[config.mk]
export PLATFORM = sky130hd
export DESIGN_NAME = power_monitor_snapshot_control
export DESIGN_NICKNAME = d
export VERILOG_FILES = /design/src/rtl/unused_placeholder_never.v /design/src/rtl/chan_accum.v /design/src/rtl/power_monitor_snapshot_control.v
export VERILOG_INCLUDE_DIRS = /design/src /design/src/rtl
export SDC_FILE = /design/constraint.sdc
export NUM_CORES = 2
export LEC_CHECK = 0
export BUFFER_PORTS_ARGS = -buffer_cell sky130_fd_sc_hd__buf_2
export CAP_MARGIN = 20
export CELL_PAD_IN_SITES_DETAIL_PLACEMENT = 1
export CELL_PAD_IN_SITES_GLOBAL_PLACEMENT = 1
export CORE_MARGIN = 10
export CORE_UTILIZATION = 44
export CTS_BUF_LIST = sky130_fd_sc_hd__clkbuf_4 sky130_fd_sc_hd__clkbuf_8 sky130_fd_sc_hd__clkbuf_16
export CTS_CLUSTER_SIZE = 28
export DETAILED_ROUTE_END_ITERATION = 8
export PLACE_DENSITY_LB_ADDON = 0.1
export SETUP_SLACK_MARGIN = 0.3
export SYNTH_ARGS = -nofsm -noshare
export SYNTH_HDL_FRONTEND = slang
export SYNTH_SLANG_ARGS = --single-unit
export TNS_END_PERCENT = 10
[constraint.sdc]
create_clock -name ref_clk_i -period 9.6 [get_ports ref_clk_i]
set_input_delay 0 -clock ref_clk_i [delete_from_list [all_inputs] [get_ports ref_clk_i]]
set_output_delay 0 -clock ref_clk_i [all_outputs]
set_load 0.02 [all_outputs]
[src/rtl/pm_snap_defs.vh]
// Constants for the power monitor snapshot controller
`ifndef PM_SNAP_DEFS_VH
`define PM_SNAP_DEFS_VH
`define CLK_HZ          125000000
`define MS_PER_S        1000
`define SNAP_HOLD_MS    1
`define RATE_1024       1024
`define RATE_256        256
`define RATE_64         64
`define RATE_8          8
`define RATE_CODE_1024  2'h0
`define RATE_CODE_256   2'h1
`define RATE_CODE_64    2'h2
`define RATE_CODE_8     2'h3
`define CMD_SNAP_CLR    8'h00
`define CMD_SNAP_GRP    8'h1E
`define CMD_SNAP_KEEP   8'h1F
`define REG_CTRL        8'h01
`define REG_STATUS      8'h02
`define REG_COUNT_HI    8'h03
`define REG_COUNT_MID   8'h04
`define REG_COUNT_LO    8'h05
`define CTRL_RESET      8'h0F
`define CTRL_RATE_HI    7
`define CTRL_RATE_LO    6
`define CTRL_SLEEP      5
`define CTRL_EN_HI      3
`define CTRL_EN_LO      0
`define EN_ALL          4'hF
`define GEN_CALL_ADDR   7'h00
`define SEL_VBUS_HI     4'h0
`define SEL_VBUS_LO     4'h1
`define SEL_VSNS_HI     4'h2
`define SEL_VSNS_LO     4'h3
`define SEL_PWR_B3      4'h4
`define SEL_PWR_B2      4'h5
`define SEL_PWR_B1      4'h6
`define SEL_PWR_B0      4'h7
`define SEL_ACC_B5      4'h8
`define SEL_ACC_B4      4'h9
`define SEL_ACC_B3      4'hA
`define SEL_ACC_B2      4'hB
`define SEL_ACC_B1      4'hC
`define SEL_ACC_B0      4'hD
`endif

[src/rtl/unused_placeholder_never.v]
// Intentionally empty file removed

[src/rtl/chan_accum.v]
// One channel: power product, accumulator, completed and snapshot values
`timescale 1ns/1ps
`include "pm_snap_defs.vh"
module chan_accum #(
    parameter VW = 16,
    parameter AW = 48
) (
    input  wire          clk_i,
    input  wire          rst_i,
    input  wire          sample_we_i,
    input  wire [VW-1:0] vbus_i,
    input  wire [VW-1:0] vsense_i,
    input  wire          round_end_i,
    input  wire          snap_i,
    input  wire          snap_clr_i,
    input  wire [3:0]    sel_i,
    output reg  [7:0]    rd_byte_o
);
    wire [29:0]   prod = vbus_i[VW-1:2] * vsense_i;
    reg  [VW-1:0] vbus_l;
    reg  [VW-1:0] vsns_l;
    reg  [29:0]   pwr_l;
    reg  [VW-1:0] vbus_c;
    reg  [VW-1:0] vsns_c;
    reg  [29:0]   pwr_c;
    reg  [VW-1:0] vbus_s;
    reg  [VW-1:0] vsns_s;
    reg  [31:0]   pwr_s;
    reg  [AW-1:0] acc;
    reg  [AW-1:0] acc_s;
    reg  [7:0]    next_byte;

    always @(posedge clk_i) begin
        if (rst_i) begin
            vbus_l <= {VW{1'b0}};
            vsns_l <= {VW{1'b0}};
            pwr_l  <= 30'h0;
            vbus_c <= {VW{1'b0}};
            vsns_c <= {VW{1'b0}};
            pwr_c  <= 30'h0;
            vbus_s <= {VW{1'b0}};
            vsns_s <= {VW{1'b0}};
            pwr_s  <= 32'h0;
            acc    <= {AW{1'b0}};
            acc_s  <= {AW{1'b0}};
        end else begin
            if (sample_we_i) begin
                vbus_l <= vbus_i;
                vsns_l <= vsense_i;
                pwr_l  <= prod;
            end
            if (round_end_i) begin
                vbus_c <= vbus_l;
                vsns_c <= vsns_l;
                pwr_c  <= pwr_l;
            end
            if (snap_i) begin
                vbus_s <= vbus_c;
                vsns_s <= vsns_c;
                pwr_s  <= {2'h0, pwr_c};
                acc_s  <= acc;
            end
            if (snap_i && snap_clr_i)
                acc <= {AW{1'b0}};
            else if (sample_we_i)
                acc <= acc + {{(AW-30){1'b0}}, prod};
            rd_byte_o <= next_byte;
        end
    end

    always @* begin
        case (sel_i)
            `SEL_VBUS_HI: next_byte = vbus_s[15:8];
            `SEL_VBUS_LO: next_byte = vbus_s[7:0];
            `SEL_VSNS_HI: next_byte = vsns_s[15:8];
            `SEL_VSNS_LO: next_byte = vsns_s[7:0];
            `SEL_PWR_B3:  next_byte = pwr_s[31:24];
            `SEL_PWR_B2:  next_byte = pwr_s[23:16];
            `SEL_PWR_B1:  next_byte = pwr_s[15:8];
            `SEL_PWR_B0:  next_byte = pwr_s[7:0];
            `SEL_ACC_B5:  next_byte = acc_s[47:40];
            `SEL_ACC_B4:  next_byte = acc_s[39:32];
            `SEL_ACC_B3:  next_byte = acc_s[31:24];
            `SEL_ACC_B2:  next_byte = acc_s[23:16];
            `SEL_ACC_B1:  next_byte = acc_s[15:8];
            `SEL_ACC_B0:  next_byte = acc_s[7:0];
            default:      next_byte = 8'h00;
        endcase
    end
endmodule // chan_accum

[src/rtl/power_monitor_snapshot_control.v]
// Sequencer, serial slave and snapshot control of the power monitor
`timescale 1ns/1ps
`include "pm_snap_defs.vh"
//Contract
// - After reset, run active, sampling enabled channels at 1024 per second.
// - Master may program rates of 256, 64 or 8 per second.
// - Slow pin high forces 8 per second; low keeps programmed rate.
// - Sleep between rounds when rate below 1024 or fewer than four channels.
// - Sample both voltages together, multiply to power, accumulate each conversion; one sampled in the same cycle as a resetting snapshot is not accumulated.
// - Convert enabled channels one after another within each round.
// - Resetting snapshot loads readable results; they hold until next snapshot.
// - Results stable within 1 ms, readable until next snapshot.
// - Resetting snapshot clears accumulators and count; sampling continues.
// - Snapshot copies values of the last completed round.
// - Control changes follow snapshot; commands within 1 ms are NACKed.
// - New control value applies at round end after a snapshot.
// - Group command 1Eh acts like resetting snapshot, also at general call.
// - Group command at a specific address acts only on that device.
// - Keeping snapshot 1Fh updates results, applies control, keeps accumulators.
// - Sleep keeps all digital state.
// - Sleep bit plus snapshot enters sleep; cleared bit plus snapshot resumes.
// - No sleep for other reasons; bus logic runs in sleep too.
// - Power-down low holds everything inactive and discards all state.
// - Power-down release restarts with default settings.
module power_monitor_snapshot_control #(
    parameter [6:0] SLAVE_ADDR  = 7'h10,
    parameter       HOLD_CYCLES = `CLK_HZ / `MS_PER_S * `SNAP_HOLD_MS,
    parameter       PER_1024    = `CLK_HZ / `RATE_1024,
    parameter       PER_256     = `CLK_HZ / `RATE_256,
    parameter       PER_64      = `CLK_HZ / `RATE_64,
    parameter       PER_8       = `CLK_HZ / `RATE_8
) (
    input  wire        ref_clk_i,
    input  wire        rst_i,
    input  wire        power_down_n_i,
    input  wire        scl_i,
    input  wire        sda_i,
    output reg         sda_o,
    output reg         sda_oe_o,
    input  wire        slow_i,
    output reg  [1:0]  mux_sel_o,
    output reg         conv_start_o,
    input  wire        conv_done_i,
    input  wire [15:0] vbus_i,
    input  wire [15:0] vsense_i,
    output reg         sleep_o
);
    localparam I_IDLE = 3'h0, I_ADDR = 3'h1, I_AACK = 3'h2, I_WR = 3'h3;
    localparam I_WACK = 3'h4, I_RD = 3'h5, I_RACK = 3'h6;
    localparam S_WAIT = 2'h0, S_START = 2'h1, S_BUSY = 2'h2, S_END = 2'h3;

    reg         scl_s1, scl_s2, scl_q;
    reg         sda_s1, sda_s2, sda_q;
    reg         slow_s1, slow_s2;
    reg         pdn_s1, pdn_s2;
    wire        irst = rst_i | ~pdn_s2;
    wire        scl_rise = scl_s2 & ~scl_q;
    wire        scl_fall = ~scl_s2 & scl_q;
    wire        bus_start = scl_s2 & scl_q & sda_q & ~sda_s2;
    wire        bus_stop = scl_s2 & scl_q & ~sda_q & sda_s2;

    reg  [2:0]  istate;
    reg  [3:0]  bitcnt;
    reg  [7:0]  shreg;
    reg         rw, gc, first;
    reg  [7:0]  ptr;
    reg  [7:0]  ctrl_pend;
    reg  [7:0]  ctrl_act;
    reg         pend;
    reg         snap, snap_clr;
    reg  [23:0] hold_cnt;
    wire        busy = (hold_cnt != 24'h0);
    reg  [1:0]  sstate;
    reg  [23:0] per_cnt;
    reg  [23:0] count;
    reg  [23:0] count_s;
    reg         sample_we, round_end;
    reg  [7:0]  rd_mux;
    reg  [23:0] next_period;
    wire [31:0] ch_bytes;
    wire [3:0]  en = ctrl_act[`CTRL_EN_HI:`CTRL_EN_LO];
    wire [1:0]  rate = ctrl_act[`CTRL_RATE_HI:`CTRL_RATE_LO];
    wire        man_sleep = ctrl_act[`CTRL_SLEEP];
    wire        auto_sleep = slow_s2 | (rate != `RATE_CODE_1024) | (en != `EN_ALL);
    wire [7:0]  wbyte = {shreg[6:0], sda_s2};
    wire        is_snap = (wbyte == `CMD_SNAP_CLR) | (wbyte == `CMD_SNAP_GRP) |
                          (wbyte == `CMD_SNAP_KEEP);
    wire        last_ch = (mux_sel_o == 2'h3);

    genvar g;
    generate
        for (g = 0; g < 4; g = g + 1) begin : g_ch
            chan_accum #(
                .VW (16),
                .AW (48)
            ) u_ch (
                .clk_i       (ref_clk_i),
                .rst_i       (irst),
                .sample_we_i (sample_we & (mux_sel_o == g)),
                .vbus_i      (vbus_i),
                .vsense_i    (vsense_i),
                .round_end_i (round_end),
                .snap_i      (snap),
                .snap_clr_i  (snap_clr),
                .sel_i       (ptr[3:0]),
                .rd_byte_o   (ch_bytes[8*g+7:8*g])
            );
        end
    endgenerate

    // Pin synchronisers
    always @(posedge ref_clk_i) begin
        if (rst_i) begin
            pdn_s1 <= 1'b0;
            pdn_s2 <= 1'b0;
        end else begin
            pdn_s1 <= power_down_n_i;
            pdn_s2 <= pdn_s1;
        end
    end

    always @(posedge ref_clk_i) begin
        if (irst) begin
            scl_s1  <= 1'b1;
            scl_s2  <= 1'b1;
            scl_q   <= 1'b1;
            sda_s1  <= 1'b1;
            sda_s2  <= 1'b1;
            sda_q   <= 1'b1;
            slow_s1 <= 1'b0;
            slow_s2 <= 1'b0;
        end else begin
            scl_s1  <= scl_i;
            scl_s2  <= scl_s1;
            scl_q   <= scl_s2;
            sda_s1  <= sda_i;
            sda_s2  <= sda_s1;
            sda_q   <= sda_s2;
            slow_s1 <= slow_i;
            slow_s2 <= slow_s1;
        end
    end

    // Read data selection
    always @* begin
        if (ptr == `REG_CTRL)
            rd_mux = ctrl_pend;
        else if (ptr == `REG_STATUS)
            rd_mux = {rate, man_sleep, slow_s2, pend, busy, sleep_o, 1'b0};
        else if (ptr == `REG_COUNT_HI)
            rd_mux = count_s[23:16];
        else if (ptr == `REG_COUNT_MID)
            rd_mux = count_s[15:8];
        else if (ptr == `REG_COUNT_LO)
            rd_mux = count_s[7:0];
        else if (ptr[7:4] >= 4'h1 && ptr[7:4] <= 4'h4)
            rd_mux = ch_bytes[8*(ptr[5:4]-2'h1) +: 8];
        else
            rd_mux = 8'h00;
    end

    // Serial slave; runs in sleep as well as active
    always @(posedge ref_clk_i) begin
        if (irst) begin
            istate    <= I_IDLE;
            bitcnt    <= 4'h0;
            shreg     <= 8'h00;
            rw        <= 1'b0;
            gc        <= 1'b0;
            first     <= 1'b0;
            ptr       <= 8'h00;
            ctrl_pend <= `CTRL_RESET;
            snap      <= 1'b0;
            snap_clr  <= 1'b0;
            sda_o     <= 1'b0;
            sda_oe_o  <= 1'b0;
            hold_cnt  <= 24'h0;
        end else begin
            sda_o    <= 1'b0;
            snap     <= 1'b0;
            snap_clr <= 1'b0;
            if (snap)
                hold_cnt <= HOLD_CYCLES[23:0];
            else if (busy)
                hold_cnt <= hold_cnt - 24'h1;
            if (bus_start) begin
                istate   <= I_ADDR;
                bitcnt   <= 4'h0;
                sda_oe_o <= 1'b0;
            end else if (bus_stop) begin
                istate   <= I_IDLE;
                sda_oe_o <= 1'b0;
            end else begin
                case (istate)
                    I_ADDR: begin
                        if (scl_rise) begin
                            shreg  <= wbyte;
                            bitcnt <= bitcnt + 4'h1;
                        end else if (scl_fall && bitcnt == 4'h8) begin
                            rw <= shreg[0];
                            gc <= (shreg[7:1] == `GEN_CALL_ADDR);
                            if (((shreg[7:1] == SLAVE_ADDR) ||
                                 (shreg[7:1] == `GEN_CALL_ADDR && !shreg[0])) &&
                                !busy) begin
                                sda_oe_o <= 1'b1;
                                istate   <= I_AACK;
                                shreg    <= rd_mux;
                            end else begin
                                istate <= I_IDLE;
                            end
                        end
                    end
                    I_AACK: begin
                        if (scl_fall) begin
                            bitcnt <= 4'h0;
                            first  <= 1'b1;
                            if (rw) begin
                                sda_oe_o <= ~shreg[7];
                                istate   <= I_RD;
                            end else begin
                                sda_oe_o <= 1'b0;
                                istate   <= I_WR;
                            end
                        end
                    end
                    I_WR: begin
                        if (scl_rise) begin
                            shreg  <= wbyte;
                            bitcnt <= bitcnt + 4'h1;
                        end else if (scl_fall && bitcnt == 4'h8) begin
                            istate <= I_WACK;
                            sda_oe_o <= ~gc | (first && shreg == `CMD_SNAP_GRP);
                            if (first && !gc && (shreg == `CMD_SNAP_CLR ||
                                shreg == `CMD_SNAP_GRP || shreg == `CMD_SNAP_KEEP)) begin
                                snap     <= 1'b1;
                                snap_clr <= (shreg != `CMD_SNAP_KEEP);
                            end else if (first && gc && shreg == `CMD_SNAP_GRP) begin
                                snap     <= 1'b1;
                                snap_clr <= 1'b1;
                            end else if (first && !gc) begin
                                ptr <= shreg;
                            end else if (!gc) begin
                                if (ptr == `REG_CTRL)
                                    ctrl_pend <= shreg;
                                ptr <= ptr + 8'h1;
                            end
                        end
                    end
                    I_WACK: begin
                        if (scl_fall) begin
                            sda_oe_o <= 1'b0;
                            bitcnt   <= 4'h0;
                            first    <= 1'b0;
                            istate   <= (gc || !is_snap) ? I_WR : I_WR;
                        end
                    end
                    I_RD: begin
                        if (scl_fall) begin
                            if (bitcnt == 4'h7) begin
                                sda_oe_o <= 1'b0;
                                istate   <= I_RACK;
                            end else begin
                                sda_oe_o <= ~shreg[6];
                                shreg    <= {shreg[6:0], 1'b0};
                                bitcnt   <= bitcnt + 4'h1;
                            end
                        end
                    end
                    I_RACK: begin
                        if (scl_rise) begin
                            if (sda_s2)
                                istate <= I_IDLE;
                            else
                                ptr <= ptr + 8'h1;
                        end else if (scl_fall) begin
                            shreg    <= rd_mux;
                            sda_oe_o <= ~rd_mux[7];
                            bitcnt   <= 4'h0;
                            istate   <= I_RD;
                        end
                    end
                    default: istate <= I_IDLE;
                endcase
            end
        end
    end

    // Period for the next round
    always @* begin
        if (slow_s2)
            next_period = PER_8[23:0];
        else begin
            case (rate)
                `RATE_CODE_256: next_period = PER_256[23:0];
                `RATE_CODE_64:  next_period = PER_64[23:0];
                `RATE_CODE_8:   next_period = PER_8[23:0];
                default:        next_period = PER_1024[23:0];
            endcase
        end
    end

    // Round-robin sequencer; sleep only holds off rounds, state is kept
    always @(posedge ref_clk_i) begin
        if (irst) begin
            sstate       <= S_WAIT;
            per_cnt      <= 24'h0;
            mux_sel_o    <= 2'h0;
            conv_start_o <= 1'b0;
            sample_we    <= 1'b0;
            round_end    <= 1'b0;
            sleep_o      <= 1'b0;
            ctrl_act     <= `CTRL_RESET;
            pend         <= 1'b0;
            count        <= 24'h0;
            count_s      <= 24'h0;
        end else begin
            conv_start_o <= 1'b0;
            sample_we    <= 1'b0;
            round_end    <= 1'b0;
            if (per_cnt != 24'h0)
                per_cnt <= per_cnt - 24'h1;
            if (snap)
                count_s <= count;
            if (snap && snap_clr)
                count <= 24'h0;
            else if (round_end)
                count <= count + 24'h1;
            if (snap)
                pend <= 1'b1;
            case (sstate)
                S_WAIT: begin
                    sleep_o <= man_sleep | (en == 4'h0) | auto_sleep;
                    if (pend && !snap && (man_sleep || en == 4'h0)) begin
                        ctrl_act <= ctrl_pend;
                        pend     <= 1'b0;
                    end else if (per_cnt == 24'h0 && !man_sleep && en != 4'h0) begin
                        sleep_o   <= 1'b0;
                        per_cnt   <= next_period - 24'h1;
                        mux_sel_o <= 2'h0;
                        sstate    <= S_START;
                    end
                end
                S_START: begin
                    if (en[mux_sel_o]) begin
                        conv_start_o <= 1'b1;
                        sstate       <= S_BUSY;
                    end else if (last_ch) begin
                        sstate <= S_END;
                    end else begin
                        mux_sel_o <= mux_sel_o + 2'h1;
                    end
                end
                S_BUSY: begin
                    if (conv_done_i) begin
                        sample_we <= 1'b1;
                        sstate    <= S_END;
                    end
                end
                S_END: begin
                    if (sample_we && !last_ch) begin
                        mux_sel_o <= mux_sel_o + 2'h1;
                        sstate    <= S_START;
                    end else if (!sample_we && !last_ch) begin
                        mux_sel_o <= mux_sel_o + 2'h1;
                        sstate    <= S_START;
                    end else begin
                        round_end <= 1'b1;
                        if (pend && !snap) begin
                            ctrl_act <= ctrl_pend;
                            pend     <= 1'b0;
                        end
                        sstate <= S_WAIT;
                    end
                end
                default: sstate <= S_WAIT;
            endcase
        end
    end
endmodule // power_monitor_snapshot_control

==> flow_metrics.env <==
export IMPL_hpwl_um=164000
export IMPL_antenna_found_initial=16
export IMPL_p_leak_nw=25.4
export IMPL_gp_congestion=0.919
export IMPL_cpMaxStageDelayCell="a2111oi_0"
export IMPL_syn_area_um2=65100
export IMPL_synth_common_cells="dfxtp_1 (1287), nor2_1 (1071), nand2_1 (858)"
export IMPL_yosys_area_top_type="dfxtp_1"
export IMPL_cp_max_fo=18
export IMPL_grt_setup_unrepaired="yes"
export IMPL_wl_um=238000
export IMPL_vdd_drop_max_v=0.00106
export IMPL_start_util=0.442
export IMPL_reg2reg_to="g_ch[1].u_ch.acc_s[36]"
export IMPL_crit_path_start_kind="input pin"
export IMPL_ios=45
export IMPL_synth_edf_count=32
export IMPL_slew_viol_final=0
export IMPL_synthesis_nets=7763
export IMPL_max_clock_freq_mhz=112
export IMPL_r2r_slack_ns=5.70
export IMPL_num_rows=141
export IMPL_hp_start="power_down_n_i"
export IMPL_tightest_slew_ns=1.14
export IMPL_min_period_ns=8.90
export IMPL_core_um2=147000
export IMPL_ys_flop_type="dfxtp_1"
export IMPL_grt_max_degree=234
export IMPL_post_route_period_util=0.927
export IMPL_synth_most_common_cell="dfxtp_1"
export IMPL_grt_ovfl_total=0
export IMPL_drive_gt1_frac=0.0719
export IMPL_synth_top_cell_area_share=0.396
export IMPL_area_growth_pct=11.9
export IMPL_r2r_start="snap"
export IMPL_synthCells=7309
export IMPL_yosys_warnings=0
export IMPL_regArea_um2=26700
export IMPL_slowest_delay_ns=0.55
export IMPL_cts_root_buf="clkbuf_16"
export IMPL_drt_iter0_drc=3912
export IMPL_syn_avg_cell_area_um2=8.90
export IMPL_track_usage=0.283
export IMPL_drv_cap=0
export IMPL_power_mw=30.3
export IMPL_worst_setup_path_type="in -> reg"
export IMPL_yosysSeqAreaShare=0.411
export IMPL_reg2reg_depth=5
export IMPL_firstDrtPassIters=5
export IMPL_slew_headroom=0.243
export IMPL_drc=0
export IMPL_finalSetupViolCount=0
export IMPL_critPathArrivalTime_ns=9.60
export IMPL_multi_input_area_um2=35700
export IMPL_crit_path_end_kind="register"
export IMPL_fin_skew_ns=0.0289
export IMPL_p_switching_mw=15.7
export IMPL_ys_ff_latch=1319
export IMPL_async_flop_share=0
export IMPL_clockPowerShare=0.200
export IMPL_min_path_type="in -> reg"
export IMPL_drtAntennaViolNets=0
export IMPL_cts_tree="done"
export IMPL_critPathRequiredTime_ns=10.30
export IMPL_htree_levels=4
export IMPL_outcome="completed"
export IMPL_hold_end="pdn_s1"
export IMPL_nNetsFinal=7649
export IMPL_seqPwrFrac=0.182
export IMPL_whs_path_depth=3
export IMPL_power_frac_comb=0.618
export IMPL_crit_family="adder cells"
export IMPL_clockBufferDepth=3
export IMPL_fill_cells=16767
export IMPL_hold_violations=0
export IMPL_clock_sinks=1319
export IMPL_grt_pass1_vias=54286
export IMPL_fp_dieW_um=405
export IMPL_ys_top_cells_by_area="dfxtp_1 (40%), mux2i_1 (11%), nor2_1 (6.2%)"
export IMPL_io_buffers=43
export IMPL_routedWlPerCell_um=25.8
export IMPL_powerDensity_nw_per_um2=417
export IMPL_grt_pass1_wl_um=354000
export IMPL_fin_tns_setup_ns=0
export IMPL_intPower_mw=14.6
export IMPL_vias_per_cell=5.79
export IMPL_ys_types=98
export IMPL_cts_buffers_inserted=151
export IMPL_cp_num_buf_inv=11
export IMPL_die_area_um2=164000
export IMPL_clk_latency_ns=0.78
export IMPL_netSwitchingFraction=0.517
export IMPL_clk_pin_slew_worst_paths_ns=0.06
export IMPL_die_h_um=405
export IMPL_vias=53548
## cell families after synthesis
logic type	count (synthesis)	synth area share
compound gates	1288	0.127
other cells	1	0.0000576
mux	758	0.118
xor+xnor	208	0.0280
flops	1319	0.411
fa+ha+maj	415	0.0993
simple gates	2566	0.173
buf+inv	754	0.0436
## per-stage QoR
| stage | area (um2) | hold WS (ns) | worst slack (ns) | instances | util |
|---|---|---|---|---|---|
| floorplan | 65100 | 0.0716 | 1.55 | 7309 | - |
| global placement | 67000 | 0.185 | 0.484 | 8924 | 0.455 |
| detailed placement | 67100 | 0.185 | 0.294 | 8926 | 0.455 |
| CTS | 72800 | 0.0314 | 0.418 | 9244 | 0.494 |
| global route | 72800 | 0.0720 | 0.245 | 9247 | 0.494 |
| finish | 72800 | 0.0763 | 0.696 | 9248 | 0.494 |
## state kept, by name (all words and copies together) (netlist names), 32 cells and up
register,flops
g_ch.u_ch.acc,192
g_ch.u_ch.acc_s,192
g_ch.u_ch.pwr_c,120
g_ch.u_ch.pwr_l,120
g_ch.u_ch.pwr_s,120
g_ch.u_ch.rd_byte_o,32
g_ch.u_ch.vbus_c,64
g_ch.u_ch.vbus_l,64
g_ch.u_ch.vbus_s,64
g_ch.u_ch.vsns_c,64
g_ch.u_ch.vsns_l,64
g_ch.u_ch.vsns_s,64
## layout by cell type (no fill, tap or decap), drive strengths merged, types with 21 or more instances in the layout
cell type    instances
a31oi               31
clkbuf             236
buf                165
xnor2              113
clkinv              22
and3                39
nor4                31
or4                 22
edfxtp              32
a211oi              72
o21ai              158
o31ai               21
a21o                76
o211ai              39
fa                 169
a21oi              528
mux2i              745
a22o                47
dlygate4sd3         43
dfxtp             1287
nor3                60
a22oi              110
inv                286
nand3              109
nor2              1071
ha                 246
or3                 42
nand2b              30
nor2b               25
xor2                95
nand4               76
a221oi              75
and2               132
nand2              859
## worst max path at each step
stage / from / endpoint / slack, ns / depth (start not counted)
3_5_place_dp: vsense_i[7] / g_ch[3].u_ch.acc[45] / 0.29 / 37
4_1_cts: vsense_i[7] / g_ch[1].u_ch.acc[46] / 0.42 / 35
3_3_place_gp: vsense_i[7] / g_ch[1].u_ch.acc[46] / 0.48 / 34
5_1_grt: vsense_i[7] / g_ch[2].u_ch.acc[31] / 0.24 / 32
2_1_floorplan: vsense_i[7] / g_ch[3].u_ch.acc[40] / 1.55 / 32
6_report: vsense_i[7] / g_ch[3].u_ch.acc[45] / 0.70 / 38
## metal layers
layer  share of wire  global-route usage  vias to the layer above
met5         0.00024                   0                        -
met2            0.47               0.471                     1198
met3           0.044              0.0382                      450
li1                -                   -                    24873
met1            0.43               0.362                    27019
met4           0.054               0.134                        8
## power groups by stage
stage / Clock (mW) / Combinational, mW / Sequential (mW)
after floorplan: 0 / 10.2 / 5.64
after global placement: 0 / 18.0 / 5.65
after detailed placement: 0 / 18.3 / 5.65
after CTS: 6.16 / 18.4 / 5.53
after global routing: 6.42 / 19.8 / 5.53
final: 6.06 / 18.8 / 5.53
## layout make-up
cell class | instances | area share
Antenna cell | 1 | 0.0000344
Clock buffer | 236 | 0.0646
Clock inverter | 39 | 0.00784
Inverter | 279 | 0.0144
Multi-Input combinational cell | 5236 | 0.490
Sequential cell | 1319 | 0.367
Tap cell | 1930 | 0.0332
Timing Repair Buffer | 208 | 0.0229
## worst min-delay path, cell delays in order
cell	delay [ns]
dlygate4sd3_1	0.52
buf_2	0.15
nor2b_1	0.14
## timing repair
| action | 4_1_cts | 5_1_grt |
|---|---|---|
| hold buffers | 43 | 0 |
| setup buffers | 0 | 0 |
| gates resized for setup | 0 | 1 |
| hold endpoints to repair | 135 | 0 |
| endpoints found under the setup margin | 0 | 17 |
Power figures use the tool's default switching activity.
